<file path="config.mk">
export PLATFORM = sky130hd
export DESIGN_NAME = cpu_core_register_state
export DESIGN_NICKNAME = d
export VERILOG_FILES = /design/src/rtl/cpu_state_pkg.sv /design/src/rtl/cpu_core_register_state.sv /design/src/rtl/status_flag_unit.sv
export SDC_FILE = /design/constraint.sdc
export NUM_CORES = 1
export LEC_CHECK = 0
export ABC_AREA = 1
export BUFFER_PORTS_ARGS = -buffer_cell sky130_fd_sc_hd__buf_2
export CORE_ASPECT_RATIO = 1.4
export CORE_MARGIN = 4
export CORE_UTILIZATION = 50
export DETAILED_ROUTE_END_ITERATION = 8
export PLACE_DENSITY = 0.71
export RECOVER_POWER = 25
export SYNTH_ARGS = -nofsm -noshare
export SYNTH_HDL_FRONTEND = slang
export SYNTH_HIERARCHICAL = 1
export SYNTH_SLANG_ARGS = --single-unit
</file>
<file path="constraint.sdc">
create_clock -name ref_clk_i -period 2.8 [get_ports ref_clk_i]
set_input_delay 0.7 -clock ref_clk_i [delete_from_list [all_inputs] [get_ports ref_clk_i]]
set_output_delay 0.7 -clock ref_clk_i [all_outputs]
set_load 0.005 [all_outputs]
</file>
<file path="src/rtl/cpu_state_pkg.sv">
package cpu_state_pkg;

  // Register byte offsets on the bus
  localparam logic [7:0] IP_OFF     = 8'h00;
  localparam logic [7:0] WP_OFF     = 8'h04;
  localparam logic [7:0] SW_OFF     = 8'h08;
  localparam logic [7:0] OPA_OFF    = 8'h0c;
  localparam logic [7:0] OPB_OFF    = 8'h10;
  localparam logic [7:0] CMD_OFF    = 8'h14;
  localparam logic [7:0] RESULT_OFF = 8'h18;
  localparam logic [7:0] ADDR_OFF   = 8'h1c;
  localparam logic [7:0] INFO_OFF   = 8'h20;

  // Status word bit positions
  localparam int SW_LGT = 15;
  localparam int SW_AGT = 14;
  localparam int SW_EQ  = 13;
  localparam int SW_C   = 12;
  localparam int SW_OV  = 11;
  localparam int SW_OP  = 10;
  localparam int SW_X   = 9;
  localparam int MASK_HI = 3;
  localparam int MASK_LO = 0;

  // Command register fields
  localparam int CMD_OP_HI = 3;
  localparam int CMD_BYTE  = 4;
  localparam int CMD_N_HI  = 11;
  localparam int CMD_N_LO  = 8;

  // Info register bit positions
  localparam int INFO_ADDR_ERR = 0;
  localparam int INFO_VECTOR   = 1;
  localparam int INFO_NO_OPERATION = 2;
  localparam int INFO_IP_ERR   = 3;
  localparam int INFO_IRQ_ACC  = 4;

  // Reset values and memory constants
  localparam logic [15:0] IP_RESET          = 16'h0000;
  localparam logic [15:0] WP_RESET          = 16'h0000;
  localparam logic [15:0] SW_RESET          = 16'h0000;
  localparam logic [15:0] IP_STEP           = 16'h0002;
  localparam logic [15:0] NO_OPERATION_CODE = 16'h1000;
  localparam logic [15:0] MAX_WORD          = 16'h3ffe;
  localparam logic [15:0] VECTOR_TOP        = 16'h007f;
  localparam logic [15:0] TRAP_VEC_BASE     = 16'h0040;
  localparam logic [1:0]  RESP_OKAY         = 2'b00;
  localparam logic [1:0]  RESP_SLVERR       = 2'b10;

  // Operations started by a command write
  typedef enum logic [3:0] {
    OP_FETCH,
    OP_REG_ADDR,
    OP_COMPARE,
    OP_ADD,
    OP_SUB,
    OP_SHIFT_LEFT,
    OP_SHIFT_RIGHT,
    OP_JUMP,
    OP_TRAP,
    OP_IRQ,
    OP_IDLE
  } cmd_op_t;

endpackage

</file>
<file path="src/rtl/cpu_core_register_state.sv">
`timescale 1ns/1ns
module cpu_core_register_state (
  input  wire logic        ref_clk_i,
  input  wire logic        rst_n_i,
  input  wire logic [7:0]  awaddr_i,
  input  wire logic        awvalid_i,
  output logic             awready_o,
  input  wire logic [31:0] wdata_i,
  input  wire logic [3:0]  wstrb_i,
  input  wire logic        wvalid_i,
  output logic             wready_o,
  output logic [1:0]       bresp_o,
  output logic             bvalid_o,
  input  wire logic        bready_i,
  input  wire logic [7:0]  araddr_i,
  input  wire logic        arvalid_i,
  output logic             arready_o,
  output logic [31:0]      rdata_o,
  output logic [1:0]       rresp_o,
  output logic             rvalid_o,
  input  wire logic        rready_i
);
  logic [15:0]           ip_q;
  logic [15:0]           wp_q;
  logic [15:0]           sw_q;
  logic [15:0]           opa_q;
  logic [15:0]           opb_q;
  logic [15:0]           result_q;
  logic [15:0]           addr_q;
  logic [4:0]            info_q;
  cpu_state_pkg::cmd_op_t op_q;
  logic                  byte_q;
  logic [3:0]            n_q;
  logic                  go_q;
  logic [7:0]            awaddr_q;
  logic                  aw_have_q;
  logic [31:0]           wdata_q;
  logic [3:0]            wstrb_q;
  logic                  w_have_q;
  logic                  wr_do;
  logic                  wr_hit;
  logic [15:0]           wr_val;
  logic [31:0]           rd_val;
  logic                  rd_hit;
  logic [15:0]           f_result;
  logic                  f_lgt;
  logic                  f_agt;
  logic                  f_eq;
  logic                  f_carry;
  logic                  f_ovf;
  logic                  f_par;
  logic [15:0]           jump_ofs;
  logic [15:0]           reg_addr;
  logic [15:0]           trap_addr;
  logic [15:0]           irq_addr;
  logic                  irq_ok;

  status_flag_unit u_flags (
    .byte_i   (byte_q),
    .op_i     (op_q),
    .a_i      (opa_q),
    .b_i      (opb_q),
    .cnt_i    (n_q),
    .result_o (f_result),
    .lgt_o    (f_lgt),
    .agt_o    (f_agt),
    .eq_o     (f_eq),
    .carry_o  (f_carry),
    .ovf_o    (f_ovf),
    .par_o    (f_par)
  );

  // Write address and data are taken independently, then joined
  always_ff @(posedge ref_clk_i)
  begin
    if (!rst_n_i)
    begin
      aw_have_q <= 1'b0;
      w_have_q  <= 1'b0;
      awaddr_q  <= 8'h00;
      wdata_q   <= 32'h0000_0000;
      wstrb_q   <= 4'h0;
    end
    else
    begin
      if (awvalid_i && awready_o)
      begin
        aw_have_q <= 1'b1;
        awaddr_q  <= awaddr_i;
      end
      else if (wr_do)
        aw_have_q <= 1'b0;
      if (wvalid_i && wready_o)
      begin
        w_have_q <= 1'b1;
        wdata_q  <= wdata_i;
        wstrb_q  <= wstrb_i;
      end
      else if (wr_do)
        w_have_q <= 1'b0;
    end
  end

  assign wr_do = aw_have_q && w_have_q && !bvalid_o;

  // Ready only while the channel's holding slot is empty
  always_ff @(posedge ref_clk_i)
  begin
    if (!rst_n_i)
    begin
      awready_o <= 1'b0;
      wready_o  <= 1'b0;
    end
    else
    begin
      awready_o <= !aw_have_q && !(awvalid_i && awready_o);
      wready_o  <= !w_have_q && !(wvalid_i && wready_o);
    end
  end

  // Writable registers decode; low half of the word is masked by strobe, unstrobed bytes written as zero
  always_comb
  begin
    wr_val[7:0]  = wstrb_q[0] ? wdata_q[7:0] : 8'h00;
    wr_val[15:8] = wstrb_q[1] ? wdata_q[15:8] : 8'h00;
    unique case (awaddr_q)
      cpu_state_pkg::IP_OFF,
      cpu_state_pkg::WP_OFF,
      cpu_state_pkg::SW_OFF,
      cpu_state_pkg::OPA_OFF,
      cpu_state_pkg::OPB_OFF,
      cpu_state_pkg::CMD_OFF: wr_hit = 1'b1;
      default:                wr_hit = 1'b0;
    endcase
  end

  // Write response
  always_ff @(posedge ref_clk_i)
  begin
    if (!rst_n_i)
    begin
      bvalid_o <= 1'b0;
      bresp_o  <= cpu_state_pkg::RESP_OKAY;
    end
    else if (wr_do)
    begin
      bvalid_o <= 1'b1;
      bresp_o  <= wr_hit ? cpu_state_pkg::RESP_OKAY
                         : cpu_state_pkg::RESP_SLVERR;
    end
    else if (bready_i)
      bvalid_o <= 1'b0;
  end

  // Operand and command registers; a command write starts one operation
  always_ff @(posedge ref_clk_i)
  begin
    if (!rst_n_i)
    begin
      opa_q  <= 16'h0000;
      opb_q  <= 16'h0000;
      op_q   <= cpu_state_pkg::OP_IDLE;
      byte_q <= 1'b0;
      n_q    <= 4'h0;
      go_q   <= 1'b0;
    end
    else
    begin
      go_q <= 1'b0;
      if (wr_do && awaddr_q == cpu_state_pkg::OPA_OFF)
        opa_q <= wr_val;
      if (wr_do && awaddr_q == cpu_state_pkg::OPB_OFF)
        opb_q <= wr_val;
      if (wr_do && awaddr_q == cpu_state_pkg::CMD_OFF)
      begin
        op_q   <= cpu_state_pkg::cmd_op_t'(wr_val[cpu_state_pkg::CMD_OP_HI:0]);
        byte_q <= wr_val[cpu_state_pkg::CMD_BYTE];
        n_q    <= wr_val[cpu_state_pkg::CMD_N_HI:cpu_state_pkg::CMD_N_LO];
        go_q   <= 1'b1;
      end
    end
  end

  // Address arithmetic for workspace, jumps and vectors
  always_comb
  begin
    reg_addr = wp_q + {11'h000, n_q, 1'b0};
    // Signed 8-bit word displacement: -128..+127 words from the word after the jump
    jump_ofs = {{7{opa_q[7]}}, opa_q[7:0], 1'b0};
    trap_addr = cpu_state_pkg::TRAP_VEC_BASE + {10'h000, n_q, 2'b00};
    irq_addr = {10'h000, n_q, 2'b00};
    // Level 0 is highest; a level above the mask is ignored
    irq_ok = n_q <= sw_q[cpu_state_pkg::MASK_HI:cpu_state_pkg::MASK_LO];
  end

  // Instruction pointer: fetch step, relative jump, or software load
  always_ff @(posedge ref_clk_i)
  begin
    if (!rst_n_i)
      ip_q <= cpu_state_pkg::IP_RESET;
    else if (wr_do && awaddr_q == cpu_state_pkg::IP_OFF)
      ip_q <= wr_val;
    else if (go_q && op_q == cpu_state_pkg::OP_FETCH)
      ip_q <= ip_q + cpu_state_pkg::IP_STEP;
    else if (go_q && op_q == cpu_state_pkg::OP_JUMP)
      ip_q <= ip_q + jump_ofs;
  end

  // Workspace base pointer
  always_ff @(posedge ref_clk_i)
  begin
    if (!rst_n_i)
      wp_q <= cpu_state_pkg::WP_RESET;
    else if (wr_do && awaddr_q == cpu_state_pkg::WP_OFF)
      wp_q <= wr_val;
  end

  // Status word flags from operations
  always_ff @(posedge ref_clk_i)
  begin
    if (!rst_n_i)
      sw_q <= cpu_state_pkg::SW_RESET;
    else if (wr_do && awaddr_q == cpu_state_pkg::SW_OFF)
      sw_q <= wr_val;
    else if (go_q)
    begin
      unique case (op_q)
        cpu_state_pkg::OP_COMPARE:
        begin
          sw_q[cpu_state_pkg::SW_LGT] <= f_lgt;
          sw_q[cpu_state_pkg::SW_AGT] <= f_agt;
          sw_q[cpu_state_pkg::SW_EQ]  <= f_eq;
          if (byte_q)
            sw_q[cpu_state_pkg::SW_OP] <= f_par;
        end
        cpu_state_pkg::OP_ADD,
        cpu_state_pkg::OP_SUB:
        begin
          sw_q[cpu_state_pkg::SW_C]  <= f_carry;
          sw_q[cpu_state_pkg::SW_OV] <= f_ovf;
          if (byte_q)
            sw_q[cpu_state_pkg::SW_OP] <= f_par;
        end
        cpu_state_pkg::OP_SHIFT_LEFT,
        cpu_state_pkg::OP_SHIFT_RIGHT:
          sw_q[cpu_state_pkg::SW_C] <= f_carry;
        cpu_state_pkg::OP_TRAP:
          sw_q[cpu_state_pkg::SW_X] <= 1'b1;
        default:
          sw_q <= sw_q;
      endcase
    end
  end

  // Result, computed address and decode flags
  always_ff @(posedge ref_clk_i)
  begin
    if (!rst_n_i)
    begin
      result_q <= 16'h0000;
      addr_q   <= 16'h0000;
      info_q   <= 5'h00;
    end
    else if (go_q)
    begin
      result_q <= f_result;
      unique case (op_q)
        cpu_state_pkg::OP_FETCH:
        begin
          addr_q <= ip_q;
          // Jump to next word decodes as no_operation
          info_q[cpu_state_pkg::INFO_NO_OPERATION] <=
            opa_q == cpu_state_pkg::NO_OPERATION_CODE;
        end
        cpu_state_pkg::OP_REG_ADDR: addr_q <= reg_addr;
        cpu_state_pkg::OP_JUMP:     addr_q <= ip_q + jump_ofs;
        cpu_state_pkg::OP_TRAP:     addr_q <= trap_addr;
        cpu_state_pkg::OP_IRQ:
        begin
          addr_q <= irq_addr;
          info_q[cpu_state_pkg::INFO_IRQ_ACC] <= irq_ok;
        end
        default: addr_q <= addr_q;
      endcase
    end
    else
    begin
      // Odd or above-top addresses are flagged as errors
      info_q[cpu_state_pkg::INFO_ADDR_ERR] <=
        addr_q[0] || addr_q > cpu_state_pkg::MAX_WORD;
      info_q[cpu_state_pkg::INFO_IP_ERR] <=
        ip_q[0] || ip_q > cpu_state_pkg::MAX_WORD;
      info_q[cpu_state_pkg::INFO_VECTOR] <=
        addr_q <= cpu_state_pkg::VECTOR_TOP;
    end
  end

  // Read mux
  always_comb
  begin
    rd_hit = 1'b1;
    unique case (araddr_i)
      cpu_state_pkg::IP_OFF:     rd_val = {16'h0000, ip_q};
      cpu_state_pkg::WP_OFF:     rd_val = {16'h0000, wp_q};
      cpu_state_pkg::SW_OFF:     rd_val = {16'h0000, sw_q};
      cpu_state_pkg::OPA_OFF:    rd_val = {16'h0000, opa_q};
      cpu_state_pkg::OPB_OFF:    rd_val = {16'h0000, opb_q};
      cpu_state_pkg::CMD_OFF:
        rd_val = {20'h00000, n_q, 3'h0, byte_q, 4'(op_q)};
      cpu_state_pkg::RESULT_OFF: rd_val = {16'h0000, result_q};
      cpu_state_pkg::ADDR_OFF:   rd_val = {16'h0000, addr_q};
      cpu_state_pkg::INFO_OFF:   rd_val = {27'h0000000, info_q};
      default:
      begin
        rd_val = 32'h0000_0000;
        rd_hit = 1'b0;
      end
    endcase
  end

  // Read channel: one read at a time, data registered
  always_ff @(posedge ref_clk_i)
  begin
    if (!rst_n_i)
    begin
      arready_o <= 1'b0;
      rvalid_o  <= 1'b0;
      rdata_o   <= 32'h0000_0000;
      rresp_o   <= cpu_state_pkg::RESP_OKAY;
    end
    else if (arvalid_i && arready_o)
    begin
      arready_o <= 1'b0;
      rvalid_o  <= 1'b1;
      rdata_o   <= rd_val;
      rresp_o   <= rd_hit ? cpu_state_pkg::RESP_OKAY
                          : cpu_state_pkg::RESP_SLVERR;
    end
    else if (rvalid_o)
    begin
      if (rready_i)
      begin
        rvalid_o  <= 1'b0;
        arready_o <= 1'b1;
      end
    end
    else
      arready_o <= 1'b1;
  end
endmodule

</file>
<file path="src/rtl/status_flag_unit.sv">
`timescale 1ns/1ns
// Computes result and status flags for one operation on A (dest), B (source)
module status_flag_unit (
  input  wire logic                 byte_i,
  input  wire cpu_state_pkg::cmd_op_t op_i,
  input  wire logic [15:0]          a_i,
  input  wire logic [15:0]          b_i,
  input  wire logic [3:0]           cnt_i,
  output logic      [15:0]          result_o,
  output logic                      lgt_o,
  output logic                      agt_o,
  output logic                      eq_o,
  output logic                      carry_o,
  output logic                      ovf_o,
  output logic                      par_o
);
  logic [15:0] ua;
  logic [15:0] ub;
  logic [16:0] sum;
  logic [16:0] dif;
  logic [16:0] shl;
  logic [16:0] shr;
  logic        msb_a;
  logic        msb_b;
  logic        msb_r;

  // Byte operands live in the high byte and are aligned to the word MSB
  always_comb
  begin
    ua = byte_i ? {a_i[15:8], 8'h00} : a_i;
    ub = byte_i ? {b_i[15:8], 8'h00} : b_i;
    sum = {1'b0, ua} + {1'b0, ub};
    dif = {1'b0, ua} + {1'b0, ~ub} + 17'h00001;
    shl = {1'b0, a_i} << cnt_i;
    shr = {a_i, 1'b0} >> cnt_i;
    msb_a = ua[15];
    msb_b = ub[15];
    result_o = a_i;
    carry_o = 1'b0;
    ovf_o = 1'b0;
    unique case (op_i)
      cpu_state_pkg::OP_ADD:
      begin
        result_o = byte_i ? {sum[15:8], a_i[7:0]} : sum[15:0];
        carry_o = sum[16];
      end
      cpu_state_pkg::OP_SUB:
      begin
        result_o = byte_i ? {dif[15:8], a_i[7:0]} : dif[15:0];
        carry_o = dif[16];
      end
      cpu_state_pkg::OP_SHIFT_LEFT:
      begin
        result_o = shl[15:0];
        carry_o = shl[16];
      end
      cpu_state_pkg::OP_SHIFT_RIGHT:
      begin
        result_o = shr[16:1];
        carry_o = shr[0];
      end
      default:
      begin
        result_o = a_i;
      end
    endcase
    msb_r = result_o[15];
    if (op_i == cpu_state_pkg::OP_ADD)
      ovf_o = (msb_a == msb_b) && (msb_r != msb_a);
    else if (op_i == cpu_state_pkg::OP_SUB)
      ovf_o = (msb_a != msb_b) && (msb_r != msb_a);
    // Unsigned compare: MSB weighs 32768 (word) or 128 (byte)
    lgt_o = ua > ub;
    // Signed compare: MSB is the sign
    agt_o = $signed(ua) > $signed(ub);
    eq_o  = ua == ub;
    par_o = ^result_o[15:8];
  end
endmodule

</file>
Yosys cells after proc, flatten, opt, wreduce, memory -nomap -nowiden
Index checks and enable logic that the tools add are counted.
- logic and storage cells: 169
- output and inout port bits: 41
- input port bits: 59
- register bits after elaboration: 196
- add/sub/neg operators: 7
- reduce and logical (&&, ||, !) cells: 54
- shift operators: 2
- magnitude comparators: 6
- eq/ne operators: 28
- multiplexer cells: 38
- bitwise logic cells: 2
- operators by type and width (kind ; number):
    $pmux 16 s9 ; 1
    $mux 16 ; 5
    $pmux 16 s5 ; 1
    $pmux 16 s4 ; 1
    $eq 8x5->1 const B ; 6
    $mux 8 ; 6
    $add 16x16->17 ; 2
    $eq 8x4->1 const B ; 4
    $gt 16x14->1 const B ; 2
    $gt 16x16->1 ; 2
    $mux 1 ; 20
    $reduce_bool 2->1 ; 10
    $add 17x1->17 const B ; 1
    $logic_and 1x1->1 ; 17
    $shl 16x4->17 ; 1
    $shr 17x4->17 ; 1
    $add 16x16->16 ; 1
    $add 16x2->16 const B ; 1
    $add 16x5->16 ; 1
    $eq 16x13->1 const B ; 1
    $eq 16x16->1 ; 1
    $eq 4x3->1 const B ; 4
    $eq 8x3->1 const B ; 2
    $le 16x7->1 const B ; 1
    28 further kinds ; 45

Depth between registers and ports, before layout
Gate-level depths: netlist of run 1.
- word-level depth: 13
- mapped depth: 27
- gate-level depth less buffers: 26

Cells and area by module
Netlist of run 1, hierarchy kept.
- by module, submodules not included (module ; area each (um^2) ; instances ; cells each ; seq. area each (um^2)):
    cpu_core_register_state ; 9993.3 ; 1 ; 1447 ; 3563.4
    status_flag_unit ; 4224.1 ; 1 ; 843 ; 0.0

Least setup slack after synthesis of run 1
No wires, ideal clock.
- path kind: flip-flop to flip-flop
- start point: register byte_q
- end point: register sw_q[10]
- required time: 2.678 ns
- arrival: 2.613 ns
- path slack: 0.065 ns
- stages on the path, launching flop included: 20
- period minus slack after synthesis: 2.735 ns
- path buffers: 1
- library setup time: 0.122 ns
- cell sequence: dfxtp_1 -> clkbuf_1 -> nor2_1 -> fa_1 -> nand3_1 -> nand3_1 -> nand2_1 -> nand2_1 -> nand2_1 -> nand3_1 -> nand3_1 -> nand4_1 -> nand3_1 -> nand2_2 -> nand2_1 -> nand2_1 -> nand2_1 -> nand2_1 -> o21ai_0 -> a21oi_1
- longest elaborated chain between the ends: 10
- elaborated cells on any way between the ends: 14
- classes of those cells: 3 x add/sub; 7 x mux; 1 x bitwise; 3 x reduce/logical
- RTL lines (what ; RTL line ; text):
    from (decl) ; cpu_core_register_state.sv:32 ; logic byte_q;
    from (signal assigned) ; cpu_core_register_state.sv:177 ; byte_q <= wr_val[cpu_state_pkg::CMD_BYTE];
    $mux 8 ; status_flag_unit.sv:31 ; ub = byte_i ? {b_i[15:8], 8'h00} : b_i;
    $not 16->16 ; status_flag_unit.sv:33 ; dif = {1'b0, ua} + {1'b0, ~ub} + 17'h00001;
    $add 16x16->17 ; status_flag_unit.sv:33 ;
    $add 17x1->17 ; status_flag_unit.sv:33 ;
    $pmux 16 s4 (*) ; status_flag_unit.sv:41 ; unique case (op_i)
    net f_result[14] ; cpu_core_register_state.sv:45 ; logic [15:0] f_result;
    $reduce_xor 8->1 (*) ; status_flag_unit.sv:77 ; par_o = ^result_o[15:8];
    net f_par ; cpu_core_register_state.sv:51 ; logic f_par;
    $mux 1 (*) ; cpu_core_register_state.sv:233, cpu_core_register_state.sv:241 ;
    $mux 1 (*) ; -- ;
    $mux 16 (*) ; cpu_core_register_state.sv:225 ; else if (go_q)
    $mux 16 (*) ; cpu_core_register_state.sv:223 ; else if (wr_do && awaddr_q == cpu_state_pkg::SW_OFF)
    to (signal assigned) ; cpu_core_register_state.sv:224 ; sw_q <= wr_val;
    to (signal, indexed assignment) ; cpu_core_register_state.sv:234 ; sw_q[cpu_state_pkg::SW_OP] <= f_par;
    to (signal, indexed assignment) ; cpu_core_register_state.sv:242 ; sw_q[cpu_state_pkg::SW_OP] <= f_par;
    to (decl) ; cpu_core_register_state.sv:25 ; logic [15:0] sw_q;
Mark *: on every way through the listed nets, which the timed path passes. The rest lies on a longest branch. The select of a mux whose other input is x is not followed.
A chain may end at the register's enable or synchronous reset.

Worst setup path in the final report of run 1
Same ends and word-level chain as after synthesis.

==> results of run 1 <==
==> where the power goes <==
| group | internal (mW) | leakage [nW] | total (mW) | switching (mW) |
|---|---|---|---|---|
| Combinational | 0.107 | 6.51 | 0.334 | 0.226 |
| Sequential | 2.57 | 1.44 | 2.60 | 0.0323 |
| Clock | 1.35 | 0.289 | 2.43 | 1.08 |
| Total | 4.03 | 8.24 | 5.36 | 1.34 |
==> kinds of logic after synthesis <==
kind of cell	after synthesis
AO/OA/AOI/OAI	471
adder cells (fa/ha/maj)	58
other	1
flip-flops	178
AND/OR/NAND/NOR	1150
XOR/XNOR	18
buffers and inverters	414
==> worst max-delay path by stage <==
stage | startpoint | endpoint | slack (ns) | cells after the start
4_1_cts | byte_q$_SDFFE_PN0P_ | sw_q[10]$_SDFFE_PN0P_ | 0.005 | 20
3_5_place_dp | byte_q$_SDFFE_PN0P_ | sw_q[10]$_SDFFE_PN0P_ | -0.28 | 23
2_1_floorplan | byte_q$_SDFFE_PN0P_ | sw_q[10]$_SDFFE_PN0P_ | 0.07 | 19
6_report | byte_q$_SDFFE_PN0P_ | sw_q[10]$_SDFFE_PN0P_ | 0.02 | 21
3_3_place_gp | byte_q$_SDFFE_PN0P_ | sw_q[10]$_SDFFE_PN0P_ | -0.23 | 23
5_1_grt | byte_q$_SDFFE_PN0P_ | sw_q[10]$_SDFFE_PN0P_ | -0.08 | 21
==> metrics by stage <==
step                utilization, %  instances  TNS [ns]
floorplan                        -       2307         0
global placement              56.7       2806    -0.529
detailed placement            56.7       2806    -0.893
CTS                           59.6       2840         0
global route                  62.5       2852    -0.123
finish                        62.5       2852         0
==> per-layer routing <==
layer,track usage (%),up-vias,wire length (um)
met5,0,-,0
li1,-,7880,-
met2,61.5,726,28300
met1,41.0,7528,21600
met3,4.26,212,3180
met4,27.3,0,5440
==> cells in the mapped netlist, types with 17 or more instances <==
master    count  area [um2]
a21oi_1     164         821
a31oi_1      19         119
buf_2        34         170
buf_4        32         240
clkbuf_1     32         120
dfxtp_1     178        3560
ha_1         54         676
inv_1       273        1020
inv_2        22        82.6
nand2_1     563        2110
nand3_1     243        1220
nand4_1      20         125
nor2_1      217         815
nor3_1       17        85.1
o21ai_0     148         741
o21ai_1      31         155
o22ai_1      24         150
==> flip-flops by register name (all words and copies together), names as in the netlist, 2 cells and up <==
name and cells:
awaddr_q 8, sw_q 16, wdata_q 16, ip_q 16
addr_q 16, n_q 4, opb_q 16, info_q 5
opa_q 16, op_q 4, rdata_o 16, wp_q 16
wstrb_q 2, result_q 16
==> placed cells by master (no fill, tap or decap), drive strengths merged, types with 11 or more instances in the layout <==
| master | n |
|---|---|
| conb | 18 |
| xor2 | 14 |
| nor3 | 18 |
| nand2 | 590 |
| inv | 304 |
| ha | 54 |
| dfxtp | 178 |
| buf | 241 |
| a211oi | 26 |
| a31oi | 19 |
| nand3 | 254 |
| nand4 | 23 |
| clkbuf | 30 |
| clkinv | 11 |
| o21ai | 181 |
| o211ai | 14 |
| nor2 | 236 |
| o22ai | 24 |
| a21oi | 167 |
==> critical path: stages (launching register included) <==
cell	delay, ns
dfxtp_4	0.43
buf_6	0.16
nor2_4	0.05
ha_4	0.35
buf_6	0.13
nand3_4	0.08
nand3_4	0.13
nand2_4	0.07
nand2_4	0.10
nand2_4	0.06
nand2_2	0.05
nand2_2	0.05
nand3_2	0.10
nand4_1	0.19
nand3_2	0.14
nand2_2	0.08
nand2_2	0.06
nand2_1	0.04
nand2_1	0.07
nand2_2	0.07
o21ai_2	0.13
a21oi_2	0.07
==> cell type report <==
type                            count  area (um2)
Fill cell                        2725       10500
Inverter                          305        1170
Multi-Input combinational cell   1715        9780
Tap cell                          370         463
Sequential cell                   178        3570
Clock inverter                     13         148
Clock buffer                       19         443
Timing Repair Buffer              252        1810
==> what timing repair did <==
action                                  4_1_cts  5_1_grt
pin swaps                                     9       85
resized for setup                            47      208
setup buffers                                 2       12
endpoints found under the setup margin        5        5
==> impl_metrics.env, run 1 <==
export IMPL_area_delta_synth_final_pct=22.3
export IMPL_powerDensity_nw_per_um2=309
export IMPL_vias=16300
export IMPL_grt_pass1_vias=15300
export IMPL_hp_class="flop to flop"
export IMPL_finalPower_mw=5.36
export IMPL_syn_inst=2290
export IMPL_synth_cell_area_um2=14200
export IMPL_overflow=0
export IMPL_violations="max-capacitance violations, max-slew violations"
export IMPL_die_w_um=151
export IMPL_synth_edff_count=0
export IMPL_initial_core_util_pct=51.1
export IMPL_h_tree_depth=4
export IMPL_endpoint_kind="flop"
export IMPL_wl_um=58500
export IMPL_clock_sinks=178
export IMPL_ff2ff_path_depth=21
export IMPL_layout_setup_ws_ns=0.0179
export IMPL_crit_arrival_ns=3.10
export IMPL_whs_path_depth=2
export IMPL_tritoncts_num_buffers=17
export IMPL_synthXorXnorAreaFrac_pct=1.11
export IMPL_cts_tree="yes"
export IMPL_first_pass_iters=8
export IMPL_clock_latency_ns=0.45
export IMPL_syn_avg_cell_area_um2=6.21
export IMPL_power_leakage_nw=8.24
export IMPL_vdd_ir_drop_max_mv=0.406
export IMPL_synth_warnings=6
export IMPL_layout_drive_gt1_share_pct=22.6
export IMPL_async_reset_ff_share_pct=0
export IMPL_hp_start="rdata_o[14]$_SDFFE_PN0P_"
export IMPL_pin_count=100
export IMPL_min_to="rdata_o[14]$_SDFFE_PN0P_"
export IMPL_r2r_slack_ns=0.02
export IMPL_grt_setup_unrepaired="yes"
export IMPL_antenna_found_initial=0
export IMPL_crit_fanout=7
export IMPL_whs_ns=0.449
export IMPL_clockBufferDepth=2
export IMPL_pre_cts_slack_ns=-0.280
export IMPL_dieArea_um2=31200
export IMPL_wl_per_cell_um=20.5
export IMPL_synth_top_flop_cell="dfxtp_1"
export IMPL_rr_startpoint="byte_q$_SDFFE_PN0P_"
export IMPL_reg2reg_to="sw_q[10]$_SDFFE_PN0P_"
export IMPL_synth_compound_area_share_pct=19.3
export IMPL_root_buffer="clkbuf_16"
export IMPL_final_max_slew_violation_count=26
export IMPL_placed_cell_area_um2=15800
export IMPL_start_kind="flop"
export IMPL_coreArea_um2=27800
export IMPL_die_y_um=208
export IMPL_period_share_pct=99.4
export IMPL_cts_hold_buffers_added=0
export IMPL_ys_types=65
export IMPL_track_usage_pct=36.3
export IMPL_status="finished, violations left"
export IMPL_drcViolationCount=0
export IMPL_setup_viol=0
export IMPL_grt_max_degree=89
export IMPL_critPathKind="flop to flop"
export IMPL_synth_adder_area_share_pct=5.32
export IMPL_routed_via_density=5.73
export IMPL_hold_viol=0
export IMPL_portBuffers=63
export IMPL_worst_pin_slew_ns=1.64
export IMPL_fmax_mhz=359
export IMPL_fp_row_count=72
export IMPL_ys_seq_area_share_pct=25.1
export IMPL_slew_headroom_pct=-9.42
export IMPL_antenna_cells=0
export IMPL_drt_iter0_drc=1242
export IMPL_synth_top_family_by_area="simple AND/OR/NAND/NOR gates"
export IMPL_ant_nets=0
export IMPL_layout_nets=2586
export IMPL_clkTransAtPathRegs_ns=0.07
export IMPL_yosys_area_share_simple_pct=36.5
export IMPL_grt_pass1_wl_um=86700
export IMPL_max_cap_violations=1
export IMPL_gp_congestion=1.02
export IMPL_final_area_um2=17400
export IMPL_fin_crit_ns=2.78
export IMPL_synth_seq_cells=178
export IMPL_synth_mux_area_share_pct=0
export IMPL_fin_skew_ns=0.0132
export IMPL_hpwlAfterDp_um=45600
export IMPL_crit_required_ns=3.12
No activity file was read; power rests on OpenSTA's default activity.
==> run 2: changes to the inputs <==
- PLACE_DENSITY: 0.71 -> 0.68
- SKIP_CTS_REPAIR_TIMING: not set -> 1
- clock period: 2.8 -> 3.5 ns (I/O delays scaled with it)
==> run 2 against run 1 <==
The flow still finishes with violations (max-capacitance violations, max-slew violations). First-iteration DRC count increased by 9.6%. Wire length decreased by 5.1%. Sequential cell count unchanged. Maximum frequency decreased by 12%. Sequential share of layout area increased by 2.7 points. Non-clock buffer count decreased by 143. Final cell count decreased by 5.0%. Design area decreased by 12%. Worst hold slack improved by 0.0061 ns. Via count decreased by 3.3%. Combinational power decreased by 24%. Highest routed layer unchanged.
==> impl_metrics.env, run 2 (synthesis gave the netlist of run 1 again) <==
export IMPL_hp_class="flop to flop"
export IMPL_worst_pin_slew_ns=1.67
export IMPL_h_tree_depth=4
export IMPL_setup_viol=0
export IMPL_final_max_slew_violation_count=56
export IMPL_cp_depth=20
export IMPL_critPathKind="flop to flop"
export IMPL_gp_congestion=1.03
export IMPL_drcViolationCount=0
export IMPL_vdd_ir_drop_max_mv=0.302
export IMPL_violations="max-capacitance violations, max-slew violations"
export IMPL_coreArea_um2=27800
export IMPL_crit_required_ns=3.81
export IMPL_crit_arrival_ns=3.47
export IMPL_antenna_cells=0
export IMPL_max_cap_violations=2
export IMPL_layout_drive_gt1_share_pct=10.3
export IMPL_hpwlAfterDp_um=43900
export IMPL_cp_top_family="simple AND/OR/NAND/NOR gates"
export IMPL_endpoint_kind="flop"
export IMPL_powerDensity_nw_per_um2=283
export IMPL_multi_input_area_um2=8900
export IMPL_cpMaxStageDelayCell="fa_1"
export IMPL_wl_per_cell_um=20.5
export IMPL_hp_start="rdata_o[5]$_SDFFE_PN0P_"
export IMPL_period_share_pct=90.1
export IMPL_layout_cells_non_filler=2709
export IMPL_cp_cell_sequence="buf_4 -> nor2_1 -> buf_4 -> fa_1 -> nand3_1 -> nand3_1 -> nand2_1 -> nand2_1 -> nand2_1 -> nand3_1 -> nand3_1 -> nand4_1 -> nand3_1 -> nand2_2 -> nand2_1 -> nand2_1 -> nand2_1 -> nand2_1 -> o21ai_0 -> a21oi_1"
export IMPL_start_kind="flop"
export IMPL_mostFrequentLayoutCells="563 x nand2_1, 275 x inv_1, 243 x nand3_1, 218 x nor2_1, 177 x dfxtp_1"
export IMPL_clockBufferDepth=2
export IMPL_tritoncts_num_buffers=17
export IMPL_path_buf_inv=2
export IMPL_min_to="rdata_o[5]$_SDFFE_PN0P_"
export IMPL_portBuffers=63
export IMPL_crit_path_frequent_cell="nand2_1"
export IMPL_crit_fanout=6
export IMPL_vias=15800
export IMPL_place_inst=2677
export IMPL_antenna_found_initial=0
export IMPL_slowest_delay_ns=0.46
export IMPL_die_y_um=208
export IMPL_ff2ff_path_depth=20
export IMPL_overflow=0
export IMPL_grt_pass1_wl_um=83700
export IMPL_dieArea_um2=31200
export IMPL_die_w_um=151
export IMPL_reg2reg_to="sw_q[10]$_SDFFE_PN0P_"
export IMPL_clkTransAtPathRegs_ns=0.07
export IMPL_layout_nets=2443
export IMPL_rr_startpoint="byte_q$_SDFFE_PN0P_"
export IMPL_area_delta_synth_final_pct=7.89
export IMPL_fin_skew_ns=0.0100
export IMPL_r2r_slack_ns=0.34
export IMPL_routed_via_density=5.83
export IMPL_clock_latency_ns=0.44
export IMPL_pin_count=100
export IMPL_track_usage_pct=34.8
export IMPL_cts_tree="yes"
export IMPL_layout_commonest_cell="nand2_1"
export IMPL_fmax_mhz=317
export IMPL_hold_viol=0
export IMPL_grt_pass1_vias=15000
export IMPL_power_leakage_nw=7.30
export IMPL_grt_setup_unrepaired="no"
export IMPL_wl_um=55500
export IMPL_fillers=2901
export IMPL_ant_nets=0
export IMPL_fp_row_count=72
export IMPL_clock_sinks=178
export IMPL_initial_core_util_pct=51.1
export IMPL_slew_headroom_pct=-11.4
export IMPL_grt_max_degree=113
export IMPL_status="finished, violations left"
export IMPL_setup_tns_ns=0
export IMPL_fin_crit_ns=3.16
export IMPL_drt_iter0_drc=1361
export IMPL_register_area_um2=3560
export IMPL_root_buffer="clkbuf_16"
export IMPL_whs_path_depth=2
export IMPL_first_pass_iters=6
run 2: cell types whose count changed in the layout (fill, tap and decap cells not counted), sizes merged:
cell    before  now
inv        304  303
bufinv       2    3
clkinv      11   13
buf        241   96
run 2: power breakdown:
group          leakage, nW  internal [mW]  switching (mW)  total (mW)
Sequential            1.44           2.06          0.0238        2.08
Clock                0.298           1.13           0.870        2.00
Combinational         5.56         0.0763           0.178       0.254
Total                 7.30           3.27            1.07        4.34
run 2: through the flow:
step	power [mW]	hold slack, ns	util [%]	worst slack (ns)	cell area [um2]
2_1_floorplan	2.31	0.429	-	0.765	14300
3_3_place_gp	2.37	0.438	53.0	0.398	14800
3_5_place_dp	2.38	0.439	53.0	0.268	14800
4_1_cts	4.34	0.454	55.2	0.257	15400
5_1_grt	4.45	0.478	55.1	0.00553	15300
6_report	4.34	0.455	55.1	0.345	15300
run 2: per-layer routing:
metal / vias to the layer above / global-route usage (%) / wire length, um
met3: 233 / 3.36 / 2960
met4: 0 / 31.5 / 6030
met5: - / 0 / 0
met2: 671 / 57.6 / 26300
met1: 7308 / 38.7 / 20300
li1: 7587 / - / -
run 2: tightest hold or removal path: cells and delay by family, from the launching register on:
kind,cells,cell delay [ns]
flops,1,0.31
simple gates,2,0.10
run 2: worst max path at each step:
stage | startpoint | endpoint | slack (ns)
after floorplan | byte_q$_SDFFE_PN0P_ | sw_q[10]$_SDFFE_PN0P_ | 0.77
after global placement | byte_q$_SDFFE_PN0P_ | sw_q[10]$_SDFFE_PN0P_ | 0.40
after detailed placement | byte_q$_SDFFE_PN0P_ | sw_q[10]$_SDFFE_PN0P_ | 0.27
after CTS | byte_q$_SDFFE_PN0P_ | sw_q[10]$_SDFFE_PN0P_ | 0.26
after global routing | byte_q$_SDFFE_PN0P_ | sw_q[10]$_SDFFE_PN0P_ | 0.006
final | byte_q$_SDFFE_PN0P_ | sw_q[10]$_SDFFE_PN0P_ | 0.34
run 2: final cells by class:
type | count | share of cell area [%]
timing repair buffer | 109 | 4.18
clock buffer | 17 | 2.77
multi-input combinational | 1715 | 58.1
tap | 370 | 3.02
clock inverter | 15 | 1.19
inverter | 305 | 7.55
sequential | 178 | 23.2
